File: src/hdl/shift_option_defs.svh
`ifndef SHIFT_OPTION_DEFS_SVH
`define SHIFT_OPTION_DEFS_SVH
`define WORD_W        36
`define PAIR_W        (2*`WORD_W)
`define CNT_W         7
`define FLD_LO        16
`define FLD_HI        27
`define DIR_BIT       27
`define SEL_BIT       26
`define CNT_HI        25
`define CNT_LO        19
`define CNT_ZERO      7'h00
`define CNT_ONE       7'h01
`define WORD_ZERO     36'h000000000
`define DBL_ZERO      72'h000000000000000000
`endif

File: src/hdl/shift_option_pkg.sv
`include "shift_option_defs.svh"
package shift_option_pkg;
  typedef logic [`WORD_W-1:0] word_t;
  typedef enum logic [1:0] {
    ST_IDLE  = 2'b00,
    ST_WAIT  = 2'b01,
    ST_SHIFT = 2'b10,
    ST_DONE  = 2'b11
  } seq_state_e;
endpackage

File: src/hdl/secondary_shift_option_decoder.sv
`timescale 1ns/100ps
`include "shift_option_defs.svh"
module secondary_shift_option_decoder
  import shift_option_pkg::*;
(
  input  wire logic  i_mclk,
  input  wire logic  i_resetn,
  input  wire logic  i_instr_valid,
  input  wire word_t i_instr,
  input  wire logic  i_is_transfer,
  input  wire logic  i_field_used,
  input  wire logic  i_primary_done,
  input  wire word_t i_acc,
  input  wire word_t i_mq,
  output logic       o_busy,
  output logic       o_done,
  output logic       o_acc_we,
  output logic       o_mq_we,
  output word_t      o_acc,
  output word_t      o_mq
);

  // Sequencer state and the command captured when it is taken
  seq_state_e            state;
  seq_state_e            next_state;
  logic                  dir_left;
  logic                  dbl;
  logic [`CNT_W-1:0]     count;
  word_t                 acc;
  word_t                 mq;

  // Decode and sequencing terms
  wire [`FLD_HI:`FLD_LO] field;
  wire                   f_left;
  wire                   f_dbl;
  wire [`CNT_W-1:0]      f_count;
  wire                   f_enable;
  wire                   f_nonzero;
  wire                   f_go;
  wire                   in_idle;
  wire                   in_wait;
  wire                   in_shift;
  wire                   in_done;
  wire                   take_cmd;
  wire                   take_result;
  wire                   step;
  wire                   mq_step;
  wire                   last;
  wire [`CNT_W-1:0]      next_count;

  // Shift datapath, A in the upper half of the pair
  wire [`PAIR_W-1:0]     pair;
  wire [`PAIR_W-1:0]     next_pair;
  wire word_t            next_acc;
  wire word_t            next_mq;

  // Field decode straight from the word; index registers never reach this path
  assign field       = i_instr[`FLD_HI:`FLD_LO];
  assign f_left      = field[`DIR_BIT];
  assign f_dbl       = field[`SEL_BIT];
  // The spare bits below the count are deliberately left unread
  assign f_count     = field[`CNT_HI:`CNT_LO];
  assign f_enable    = ~i_is_transfer & ~i_field_used;
  assign f_nonzero   = (f_count != `CNT_ZERO);
  assign f_go        = i_instr_valid & f_enable & f_nonzero;

  // State decodes shared by the register updates and the output strobes
  assign in_idle     = (state == ST_IDLE);
  assign in_wait     = (state == ST_WAIT);
  assign in_shift    = (state == ST_SHIFT);
  assign in_done     = (state == ST_DONE);
  // Commands are taken only when idle, so a valid during a sequence is dropped
  assign take_cmd    = in_idle & f_go;
  // Sampling here rather than at decode lets the shift act on the primary result
  assign take_result = in_wait & i_primary_done;
  // Q is clocked only in the double-length mode and otherwise keeps the primary result
  assign step        = in_shift;
  assign mq_step     = in_shift & dbl;
  assign last        = (count == `CNT_ONE);
  assign next_count  = count - `CNT_ONE;

  // One place per cycle in both modes, as the standalone shifts do: zero fill,
  // no rotate, bits pushed off either end are lost
  assign pair        = {acc, mq};
  assign next_acc    = next_pair[`PAIR_W-1:`WORD_W];
  assign next_mq     = next_pair[`WORD_W-1:0];

  genvar b;
  generate
    for (b = 0; b < `PAIR_W; b = b + 1) begin : g_bit
      wire from_lo;
      wire from_hi;
      wire shifted;

      // Left shift pulls from the bit below
      if (b == 0) begin : g_lo_end
        assign from_lo = 1'h0;
      end else if (b == `WORD_W) begin : g_lo_join
        // A alone must not pick up the top of Q
        assign from_lo = dbl & pair[b-1];
      end else begin : g_lo_mid
        assign from_lo = pair[b-1];
      end

      // Right shift pulls from the bit above
      if (b == `PAIR_W - 1) begin : g_hi_end
        assign from_hi = 1'h0;
      end else begin : g_hi_mid
        assign from_hi = pair[b+1];
      end

      assign shifted = dir_left ? from_lo : from_hi;

      // Q moves only in the double-length mode
      if (b < `WORD_W) begin : g_q
        assign next_pair[b] = dbl ? shifted : pair[b];
      end else begin : g_a
        assign next_pair[b] = shifted;
      end
    end
  endgenerate

  // Wait for the primary, then run the count down one place per cycle
  always_comb begin
    next_state = state;
    case (state)
      ST_IDLE: begin
        if (f_go) begin
          next_state = ST_WAIT;
        end
      end

      ST_WAIT: begin
        if (i_primary_done) begin
          next_state = ST_SHIFT;
        end
      end

      ST_SHIFT: begin
        if (last) begin
          next_state = ST_DONE;
        end
      end

      ST_DONE: begin
        next_state = ST_IDLE;
      end

      default: begin
        next_state = ST_IDLE;
      end
    endcase
  end

  // Reset abandons any sequence in flight; the primary result is not written back
  always_ff @(posedge i_mclk or negedge i_resetn) begin
    if (!i_resetn) begin
      state <= ST_IDLE;
    end else begin
      state <= next_state;
    end
  end

  // Command fields are frozen at decode; later words cannot disturb a running shift
  always_ff @(posedge i_mclk or negedge i_resetn) begin
    if (!i_resetn) begin
      dir_left <= 1'h0;
      dbl      <= 1'h0;
    end else if (take_cmd) begin
      dir_left <= f_left;
      dbl      <= f_dbl;
    end
  end

  // Only the literal count is loaded, never an indexed one
  always_ff @(posedge i_mclk or negedge i_resetn) begin
    if (!i_resetn) begin
      count <= `CNT_ZERO;
    end else if (take_cmd) begin
      count <= f_count;
    end else if (step) begin
      count <= next_count;
    end
  end

  always_ff @(posedge i_mclk or negedge i_resetn) begin
    if (!i_resetn) begin
      acc <= `WORD_ZERO;
    end else if (take_result) begin
      acc <= i_acc;
    end else if (step) begin
      acc <= next_acc;
    end
  end

  always_ff @(posedge i_mclk or negedge i_resetn) begin
    if (!i_resetn) begin
      mq <= `WORD_ZERO;
    end else if (take_result) begin
      mq <= i_mq;
    end else if (mq_step) begin
      mq <= next_mq;
    end
  end

  // Strobes decode from state, the Q strobe also from the double-length mode; the data itself comes from registers
  assign o_busy   = ~in_idle;
  assign o_done   = in_done;
  assign o_acc_we = in_done;
  assign o_mq_we  = in_done & dbl;
  assign o_acc    = acc;
  assign o_mq     = mq;

endmodule

File: config.mk
export PLATFORM = sky130hd
export DESIGN_NAME = secondary_shift_option_decoder
export DESIGN_NICKNAME = d
export VERILOG_FILES = /design/src/hdl/shift_option_pkg.sv /design/src/hdl/secondary_shift_option_decoder.sv
export VERILOG_INCLUDE_DIRS = /design/src /design/src/hdl
export SDC_FILE = /design/constraint.sdc
export NUM_CORES = 1
export LEC_CHECK = 0
export BUFFER_PORTS_ARGS = -buffer_cell sky130_fd_sc_hd__buf_2
export CAP_MARGIN = 10
export CORE_MARGIN = 4
export CORE_UTILIZATION = 30
export CTS_CLUSTER_DIAMETER = 30
export CTS_CLUSTER_SIZE = 8
export DETAILED_ROUTE_END_ITERATION = 12
export PLACE_DENSITY = 0.57
export SYNTH_ARGS = -nofsm -noshare
export SYNTH_HDL_FRONTEND = slang
export SYNTH_SLANG_ARGS = --single-unit
File: constraint.sdc
create_clock -name i_mclk -period 2 [get_ports i_mclk]
set_clock_uncertainty 0.05 [all_clocks]
set_input_delay 0.4 -clock i_mclk [delete_from_list [all_inputs] [get_ports i_mclk]]
set_output_delay 0.4 -clock i_mclk [all_outputs]
set_load 0.01 [all_outputs]
; ---- Word-level counts from Yosys, hierarchy flattened
; Cells that the tools add are included.
[classes]
addsub = 1
eq_ne = 7
muxes = 118
bitwise_logic = 11
reduce_logical = 8
[op_table]
columns = cell, count
row1 = $mux W36, 4
row2 = $mux W1, 108
row3 = $mux W7, 2
row4 = $and A1 B1 Y1, 8
row5 = $pmux W2 S4, 1
row6 = $reduce_bool A2 Y1, 4
row7 = $eq A7 B1 Y1 const B, 1
row8 = $reduce_bool A7 Y1, 1
row9 = $sub A7 B1 Y7 const B, 1
row10 = $mux W2, 3
row11 = $eq A2 B2 Y1 const B, 2
row12 = $ne A2 B2 Y1 const B, 2
row13 = $not A1 Y1, 3
row14 = $reduce_and A3 Y1, 1
row15 = $eq A2 B1 Y1 const B, 1
row16 = $logic_not A2 Y1, 1
row17 = $ne A2 B1 Y1 const B, 1
row18 = $reduce_and A2 Y1, 1
[word_totals]
reg_bits = 83
inputBits = 114
output_inout_bits = 76
word_cells = 151

; ---- Longest topological paths before layout
; Gate-level depths: netlist (run 1).
[depth]
word_depth = 6
mapped_depth = 8
ltp_nobuf = 6

; ---- Worst setup path after synthesis (run 1)
; OpenSTA, ideal clock, no wires.
[synth_timing]
path_type = register to register
from = register count[4]
to = register state[1]
setup_ns = 0.125
arrival_ns = 1.882
slack_ns = -0.057
path_stages_with_launch = 5
period_less_slack_ns = 2.057
path_cell_list = dfrtp_1 > or3_1 > or4b_1 > a221o_1 > mux2_4
[synth_between]
elab_chain_cells = 3
[synth_lines]
columns = element, line_no
row1 = from (decl), secondary_shift_option_decoder.sv:28  ; logic [`CNT_W-1:0] count;
row2 = from (signal assigned), secondary_shift_option_decoder.sv:178  ; count <= `CNT_ZERO;
row3 = from (signal assigned), secondary_shift_option_decoder.sv:180  ; count <= f_count;
row4 = from (signal assigned), secondary_shift_option_decoder.sv:182  ; count <= next_count;
row5 = $eq A7 B1 Y1 (no source line), -
row6 = $ne A2 B1 Y1 (no source line), -
row7 = $reduce_and A3 Y1 (no source line), -
row8 = to (signal assigned), secondary_shift_option_decoder.sv:160  ; state <= next_state;
row9 = to (decl), secondary_shift_option_decoder.sv:24  ; seq_state_e state;
; No other way between the ends.
; A chain may end at the register's enable or synchronous reset.

; ---- Worst setup path in the final report (run 1)
; Same ends and word-level chain as after synthesis.

==> results of run 1 <==
[through the flow]
stage / power [mW] / utilization, % / hold WS, ns
6_report: 10.1 / 41.3 / 0.204
5_1_grt: 11.0 / 41.3 / 0.201
4_1_cts: 10.2 / 41.3 / 0.186
3_5_place_dp: 8.03 / 38.6 / 0.310
3_3_place_gp: 7.86 / 38.6 / 0.301
2_1_floorplan: 6.26 / - / 0.0544
[kinds of logic after synthesis]
group | count (synthesis) | synth area share (%)
AND/OR/NAND/NOR | 167 | 14.8
AO/OA/AOI/OAI | 156 | 17.2
flip-flops | 83 | 45.2
multiplexers | 73 | 16.1
buffers and inverters | 47 | 3.97
XOR/XNOR | 6 | 1.14
adder cells (fa/ha/maj) | 6 | 1.63
[metal layers]
metal	wire [microns]	global-route usage (%)	part of all wire, %
met1	5990	19.3	46
met2	5530	22.7	43
met3	1190	7.29	9.2
met4	197	4.26	1.5
met5	20	0	0.15
[worst reg2reg max path, cell delays in order (launching register included)]
cell and delay (ns):
dfrtp_1 0.38, or3_4 0.39, or4b_4 0.49, a221o_1 0.37, mux2_4 0.30
[synthesized netlist by cell type, drive strengths merged]
master    n
a21oi    38
a221o     1
a31oi     1
and2      2
buf      11
clkbuf   31
dfrtp    83
ha        6
inv       5
mux2      4
mux2i    69
nand2   114
nand2b    1
nand3     2
nor2     35
nor2b     2
nor3      3
nor3b     2
nor4b     2
o211a     1
o21ai   115
or3       2
or4       1
or4b      1
xnor2     5
xor2      1
[repair_timing]
item,CTS,global route
cloned,0,0
endpoints found under the hold margin,26,0
hold buffers,1,0
endpoints found under the setup margin,1,2
setup buffers,1,0
pin swaps,1,1
resized for setup,2,0
[registers in the layout, indices dropped and copies added, names as in the netlist]
signal	cells
dbl	1
dir_left	1
o_mq	36
o_acc	36
count	7
state	2
[power by group]
group	switching (mW)	internal (mW)	leakage [nW]
clock network	0.713	1.38	0.179
registers	0.841	2.43	1.02
logic	2.55	2.13	1.69
[area by class of cell]
class	instances	area [sq um]
Timing Repair Buffer	179	1030
Fill cell	1473	8660
Sequential cell	83	2080
Inverter	5	18.8
Clock inverter	6	136
Multi-Input combinational cell	408	2360
Tap cell	184	230
Clock buffer	10	239
[final timing paths]
check,startpoint,endpoint,cells after the start
max,count[4],state[1],4
min,i_acc[9],o_acc[9],3
max reg2reg,count[4],state[1],4
min reg2reg,o_mq[27],o_mq[27],2
max in group asynchronous,i_resetn,o_mq[21],3
min in group asynchronous,i_resetn,count[3],2
==> results.toml, run 1 <==
[timing]
min_period_over_period_pct = 105
setup_viol_count_final = 1
worst_slack_ns = -0.0971
rsz0062_at_grt = "true"
timing.final.crit_period_ns = 2.10
fmax_mhz = 477
drv_slew = 0
max_slew_margin_pct = 70.6
fin_setup_tns_ns = -0.0971
finalHoldViolCount = 0
tightestPinTransition_ns = 0.435

[run_status]
status = "finished, violations left"
violations = "negative setup slack"

[setup_path]
slowest_delay_ns = 0.49
crit_fanout = 2
crit_chain = "or3_4 -> or4b_4 -> a221o_1 -> mux2_4"
endpoint_kind = "flop"
crit_required_ns = 2.18
critPathSlowestCell = "or4b_4"
cp.arrival_ns = 2.28
critical_path.top_delay_family = "simple AND/OR/NAND/NOR gates"
critPathKind = "reg -> reg"
cp-start-kind = "flop"
reg2reg_slack_ns = -0.1
critPathBufInv = 0

[floorplanning]
die-area_sq_mm = 0.0174
core_area_sq_mm = 0.0148
start_util_pct = 31.2
die_x_microns = 132
io_pins = 190
placementRows = 44
die_height_microns = 132

[clock_tree]
clkTransAtPathRegs_ns = 0.06
cts.path.max_buffers = 2
cts.sinks = 83
cts_tree = "done"
cts-root-buf = "clkbuf_16"
cts_made_buffers = 9
clk_latency_ns = 0.35
htree_levels = 3

[logic_synthesis]
yosysTopAreaCellShare_pct = 45.2
avgSynthCellArea_sq_um = 8.54
synth_seq_cells = 83
netlist_instances = 538
netlist_area_sq_mm = 0.00460
yosysUniqueCellTypes = 30
ys_seq_area_share_pct = 45.2
syn_nets = 658
yosysWarnings = 0
synth_area_leaders = "dfrtp_1, mux2i_1, o21ai_0, nand2_1, a21oi_1"
synth.largest_area_cell = "dfrtp_1"

[global_route]
overflow = 0
grt_usage_pct = 15.1
antenna_found_initial = 1
grt_start_max_net_pins = 73
grt_pass1_vias = 4251
grt_first_pass_wirelength_microns = 21700

[routing]
ant_nets = 0
via_count = 4202
drt-vias-per-instance = 4.80
dr.pass1.iters = 6
drc = 0
routedWlPerCell_microns = 14.8
drt-initial-drc-count = 181
wl_microns = 12900

[power_and_ir_drop]
vdd_drop_max_v = 0.000683
leakagePower_nw = 2.88
powerDensity_mw_per_mm2 = 1650

[final_layout]
mostFrequentLayoutCells = "buf_2, nand2_1, o21ai_0"
diodes = 0
instances_no_fill = 875
drive_gt1_share_pct = 29.7
area_growth_pct = 32.7
mostFrequentLayoutCell = "buf_2"
final_nets = 806
finalInstanceArea_sq_mm = 0.00610

[placed_design]
place.gp.congestion = 0.817
hpwl_microns = 9280
place_inst = 857
port_buffers = 162
post_dp_cell_area_sq_mm = 0.00570
pre_cts_slack_ns = -0.123

[run]
maxCapViolations = 0

[min_path]
min_path_type = "in -> reg"
Note: power is estimated with default switching activity, not from simulation.
==> inputs of run 2 (changes only) <==
--- a/config.mk
+++ b/config.mk
@@ -7,13 +7,12 @@
 export NUM_CORES = 1
 export LEC_CHECK = 0
 export BUFFER_PORTS_ARGS = -buffer_cell sky130_fd_sc_hd__buf_2
-export CAP_MARGIN = 10
 export CORE_MARGIN = 4
-export CORE_UTILIZATION = 30
+export CORE_UTILIZATION = 25
 export CTS_CLUSTER_DIAMETER = 30
 export CTS_CLUSTER_SIZE = 8
 export DETAILED_ROUTE_END_ITERATION = 12
-export PLACE_DENSITY = 0.57
+export PLACE_DENSITY = 0.5
 export SYNTH_ARGS = -nofsm -noshare
 export SYNTH_HDL_FRONTEND = slang
 export SYNTH_SLANG_ARGS = --single-unit
==> results.toml, run 2 (synthesized netlist as in run 1, its figures left out) <==
[global_route]
grt_first_pass_wirelength_microns = 21600
grt_start_max_net_pins = 84
grt_pass1_vias = 4038
grt_usage_pct = 13.2
antenna_found_initial = 1
overflow = 0

[clock_tree]
cts-root-buf = "clkbuf_16"
clk_latency_ns = 0.34
cts.sinks = 83
htree_levels = 3
cts_hold_buf = 0
cts_made_buffers = 9
clkTransAtPathRegs_ns = 0.07
cts_tree = "done"
cts.path.max_buffers = 2

[routing]
via_count = 4179
ant_nets = 0
wl_microns = 13300
drt-vias-per-instance = 4.54
drt-initial-drc-count = 200
routedWlPerCell_microns = 14.5
drc = 0
dr.pass1.iters = 7

[final_layout]
fillers = 1939
register_area_sq_mm = 0.00208
instances_no_fill = 920
final_nets = 805
multi_input_area_sq_mm = 0.00236
area_growth_pct = 33.2
mostFrequentLayoutCell = "buf_2"
post-route-util_pct = 34.0
finalInstanceArea_sq_mm = 0.00612
mostFrequentLayoutCells = "buf_2, nand2_1, o21ai_0"
drive_gt1_share_pct = 29.7

[run_status]
violations = "negative setup slack"
status = "finished, violations left"

[setup_path]
crit_chain = "or3_4 -> or4b_4 -> a221o_1 -> mux2_4"
reg2reg_slack_ns = -0.11
critPathBufInv = 0
crit_required_ns = 2.18
critical_path.top_delay_family = "simple AND/OR/NAND/NOR gates"
cp.depth = 4
reg2reg_depth = 4
cp.arrival_ns = 2.29
endpoint_kind = "flop"
crit_fanout = 2
timing.rr.end = "state[1]"
critical_path.startpoint = "count[4]"
slowest_delay_ns = 0.50
r2r-start = "count[4]"
critPathSlowestCell = "or4b_4"
cp-start-kind = "flop"
critPathKind = "reg -> reg"

[timing]
tightestPinTransition_ns = 0.495
worst_slack_ns = -0.112
setup_viol_count_final = 1
min_period_over_period_pct = 106
rsz0062_at_grt = "true"
drv_slew = 0
fmax_mhz = 474
timing.final.crit_period_ns = 2.11
finalHoldViolCount = 0
max_slew_margin_pct = 67.0

[floorplanning]
core_area_sq_mm = 0.0180
placementRows = 49
die_height_microns = 144
io_pins = 190
die-area_sq_mm = 0.0206
start_util_pct = 25.5
die_x_microns = 144

[power_and_ir_drop]
leakagePower_nw = 2.86
p_seq_share_pct = 33.1
vdd_drop_max_v = 0.000591
internal-power_mw = 5.73
p_clk_share_pct = 19.2
switching_power_mw = 4.10
power_frac_comb_pct = 47.7
p_sw_share_pct = 41.7
powerDensity_mw_per_mm2 = 1610

[placed_design]
port_buffers = 162
pre_cts_slack_ns = -0.124
place_inst = 902
hpwl_microns = 9130
post_dp_cell_area_sq_mm = 0.00577
place.gp.congestion = 0.770

[min_path]
min_path_type = "in -> async"

[run]
maxCapViolations = 0
## run 2: power groups by stage
| stage | clock [mW] | combinational, mW | sequential, mW |
|---|---|---|---|
| floorplan | 0 | 2.97 | 3.28 |
| global placement | 0 | 4.68 | 3.30 |
| detailed placement | 0 | 4.74 | 3.30 |
| CTS | 1.96 | 4.77 | 3.28 |
| global route | 2.04 | 5.37 | 3.41 |
| finish | 1.89 | 4.69 | 3.26 |
## run 2: worst register-to-register path, delay by kind of cell (launching register included)
family           cells  cell delay (ns)
multiplexers         1             0.30
flip-flops           1             0.38
AND/OR/NAND/NOR      2             0.90
AO/OA/AOI/OAI        1             0.37
## run 2: worst max path at each step
stage                           to
after floorplan           state[1]
after global placement    state[1]
after detailed placement  state[1]
after CTS                 state[1]
after global routing      state[1]
final                     state[1]
## run 2: area by class of cell
cell class              count  share of cell area [%]
multi-input cells         408                    38.6
flip-flops and latches     83                    34.0
repair buffers            178                    16.9
well taps                 229                    4.68
clock buffers              11                    4.13
clock inverters             5                    1.39
inverters                   5                   0.307
diodes                      1                  0.0409
## run 2: per-layer routing
layer  vias up  wire, microns  track usage, %
li1       2141              -               -
met1      1909           6170            17.7
met2       111           5920            20.4
met3        18            976            3.36
met4         0            267            5.15
met5         -              0               0
## run 2: what timing repair did
item                                    4_1_cts  5_1_grt
endpoints found under the setup margin        1        2
pin swaps                                     2        2
gates resized for setup                       2        0
hold endpoints to repair                      0        0
buffers inserted                              1        0
## run 2: metrics by stage
stage / setup TNS, ns / hold WS [ns] / total power, mW
6_report: -0.112 / 0.0307 / 9.83
4_1_cts: -0.123 / 0.0622 / 10.0
2_1_floorplan: -0.0255 / 0.0544 / 6.26
5_1_grt: -0.168 / 0.0858 / 10.8
3_3_place_gp: -0.102 / 0.439 / 7.98
3_5_place_dp: -0.124 / 0.439 / 8.04
==> inputs of run 3 (changes only) <==
==> constraint.sdc (replaced) <==
create_clock -name i_mclk -period 2 [get_ports i_mclk]
set_clock_uncertainty 0.05 [all_clocks]
set_input_delay 0.5 -clock i_mclk [delete_from_list [all_inputs] [get_ports i_mclk]]
set_output_delay 0.5 -clock i_mclk [all_outputs]
set_load 0.01 [all_outputs]
==> results.toml, run 3 (synthesized netlist as in run 1, its figures left out) <==
[placed_design]
hpwl_microns = 9400
place_inst = 903
place.gp.congestion = 0.786
port_buffers = 162

[routing]
drt-initial-drc-count = 173
dr.pass1.iters = 4
routedWlPerCell_microns = 14.3
via_count = 4139
wl_microns = 13200
ant_nets = 0
drt-vias-per-instance = 4.49
drc = 0

[setup_path]
crit_chain = "or3_4 -> or4b_4 -> a221o_1 -> mux2_4"
crit_fanout = 2
timing.rr.end = "state[1]"
endpoint_kind = "flop"
reg2reg_slack_ns = -0.1
critPathKind = "reg -> reg"
crit_required_ns = 2.18
r2r-start = "count[4]"
cp-start-kind = "flop"
reg2reg_depth = 4
slowest_delay_ns = 0.50
cp.arrival_ns = 2.27
critPathSlowestCell = "or4b_4"

[clock_tree]
cts_tree = "done"
clkTransAtPathRegs_ns = 0.06
htree_levels = 3
clk_latency_ns = 0.34
cts.sinks = 83
cts-root-buf = "clkbuf_16"
cts.path.max_buffers = 2
cts_hold_buf = 0
cts_made_buffers = 9

[timing]
max_slew_margin_pct = 67.6
drv_slew = 0
setup_viol_count_final = 1
worst_slack_ns = -0.0969
fmax_mhz = 477
rsz0062_at_grt = "true"
timing.final.crit_period_ns = 2.10
tightestPinTransition_ns = 0.486
finalHoldViolCount = 0
min_period_over_period_pct = 105

[global_route]
grt_first_pass_wirelength_microns = 20900
grt_start_max_net_pins = 73
grt_pass1_vias = 3919
antenna_found_initial = 3
grt_usage_pct = 12.8
overflow = 0

[run]
maxCapViolations = 0

[final_layout]
mostFrequentLayoutCells = "buf_2, nand2_1, o21ai_0"
area_growth_pct = 32.9
mostFrequentLayoutCell = "buf_2"
instances_no_fill = 922
final_nets = 807
drive_gt1_share_pct = 29.6

[run_status]
violations = "negative setup slack"
status = "finished, violations left"

[floorplanning]
die_height_microns = 144
core_area_sq_mm = 0.0180
die_x_microns = 144
placementRows = 49
start_util_pct = 25.5
io_pins = 190
die-area_sq_mm = 0.0206

[power_and_ir_drop]
p_total_mw = 9.73
powerDensity_mw_per_mm2 = 1590
leakagePower_nw = 2.86
vdd_drop_max_v = 0.000761

[min_path]
min_path_type = "in -> async"
## run 3: changes by cell type in the layout (fill, tap and decap cells not counted)
cell | previous run | this run
clkinv_2 | 0 | 2
clkbuf_1 | 0 | 2
clkinv_4 | 2 | 0
buf_4 | 9 | 11
clkbuf_8 | 2 | 0
## run 3: worst max-delay path, delay by kind of cell, from the launching register on
kind | cells | cell delay, ns
flops | 1 | 0.39
compound gates | 1 | 0.36
mux | 1 | 0.30
simple gates | 2 | 0.89
## run 3: worst max path at each step
stage / from / to / slack, ns
finish: count[4] / state[1] / -0.1
global route: count[4] / state[1] / -0.12
CTS: count[4] / state[1] / -0.13
detailed placement: count[4] / state[1] / -0.11
global placement: count[4] / state[1] / -0.11
floorplan: count[4] / state[1] / -0.03
## run 3: timing repair
item                                   in CTS  in global routing
gates resized for setup                     2                  0
pin swaps                                   1                  1
setup buffers                               1                  1
setup endpoints to repair                   1                  2
endpoints found under the hold margin       0                  0
## run 3: report_power, final
part | total (mW) | switching [mW] | internal, mW
clock network | 1.78 | 0.693 | 1.09
registers | 3.26 | 0.832 | 2.43
logic | 4.68 | 2.55 | 2.13
## run 3: metrics by stage
stage | cell area [sq um] | setup TNS, ns | hold slack [ns] | worst slack [ns] | util, %
2_1_floorplan | 4600 | -0.0255 | 0.154 | -0.0255 | -
3_3_place_gp | 5770 | -0.118 | 0.443 | -0.107 | 32.0
3_5_place_dp | 5770 | -0.128 | 0.445 | -0.108 | 32.0
4_1_cts | 6100 | -0.131 | 0.0753 | -0.131 | 33.8
5_1_grt | 6110 | -0.145 | 0.0867 | -0.125 | 33.9
6_report | 6110 | -0.0969 | 0.0620 | -0.0969 | 33.9
## run 3: layout make-up
cell class,count,area [sq um]
multi-input combinational,408,2360
clock inverter,5,77.6
fill,1936,11900
inverter,5,18.8
sequential,83,2080
antenna,1,2.50
tap,229,287
clock buffer,11,233
timing repair buffer,180,1050
## run 3: per-layer routing
metal | vias up | wire length, microns | global-route usage, %
met1 | 1858 | 5910 | 16.7
met2 | 111 | 6010 | 19.7
li1 | 2147 | - | -
met3 | 19 | 1010 | 4.26
met5 | - | 15 | 0
met4 | 4 | 255 | 4.76
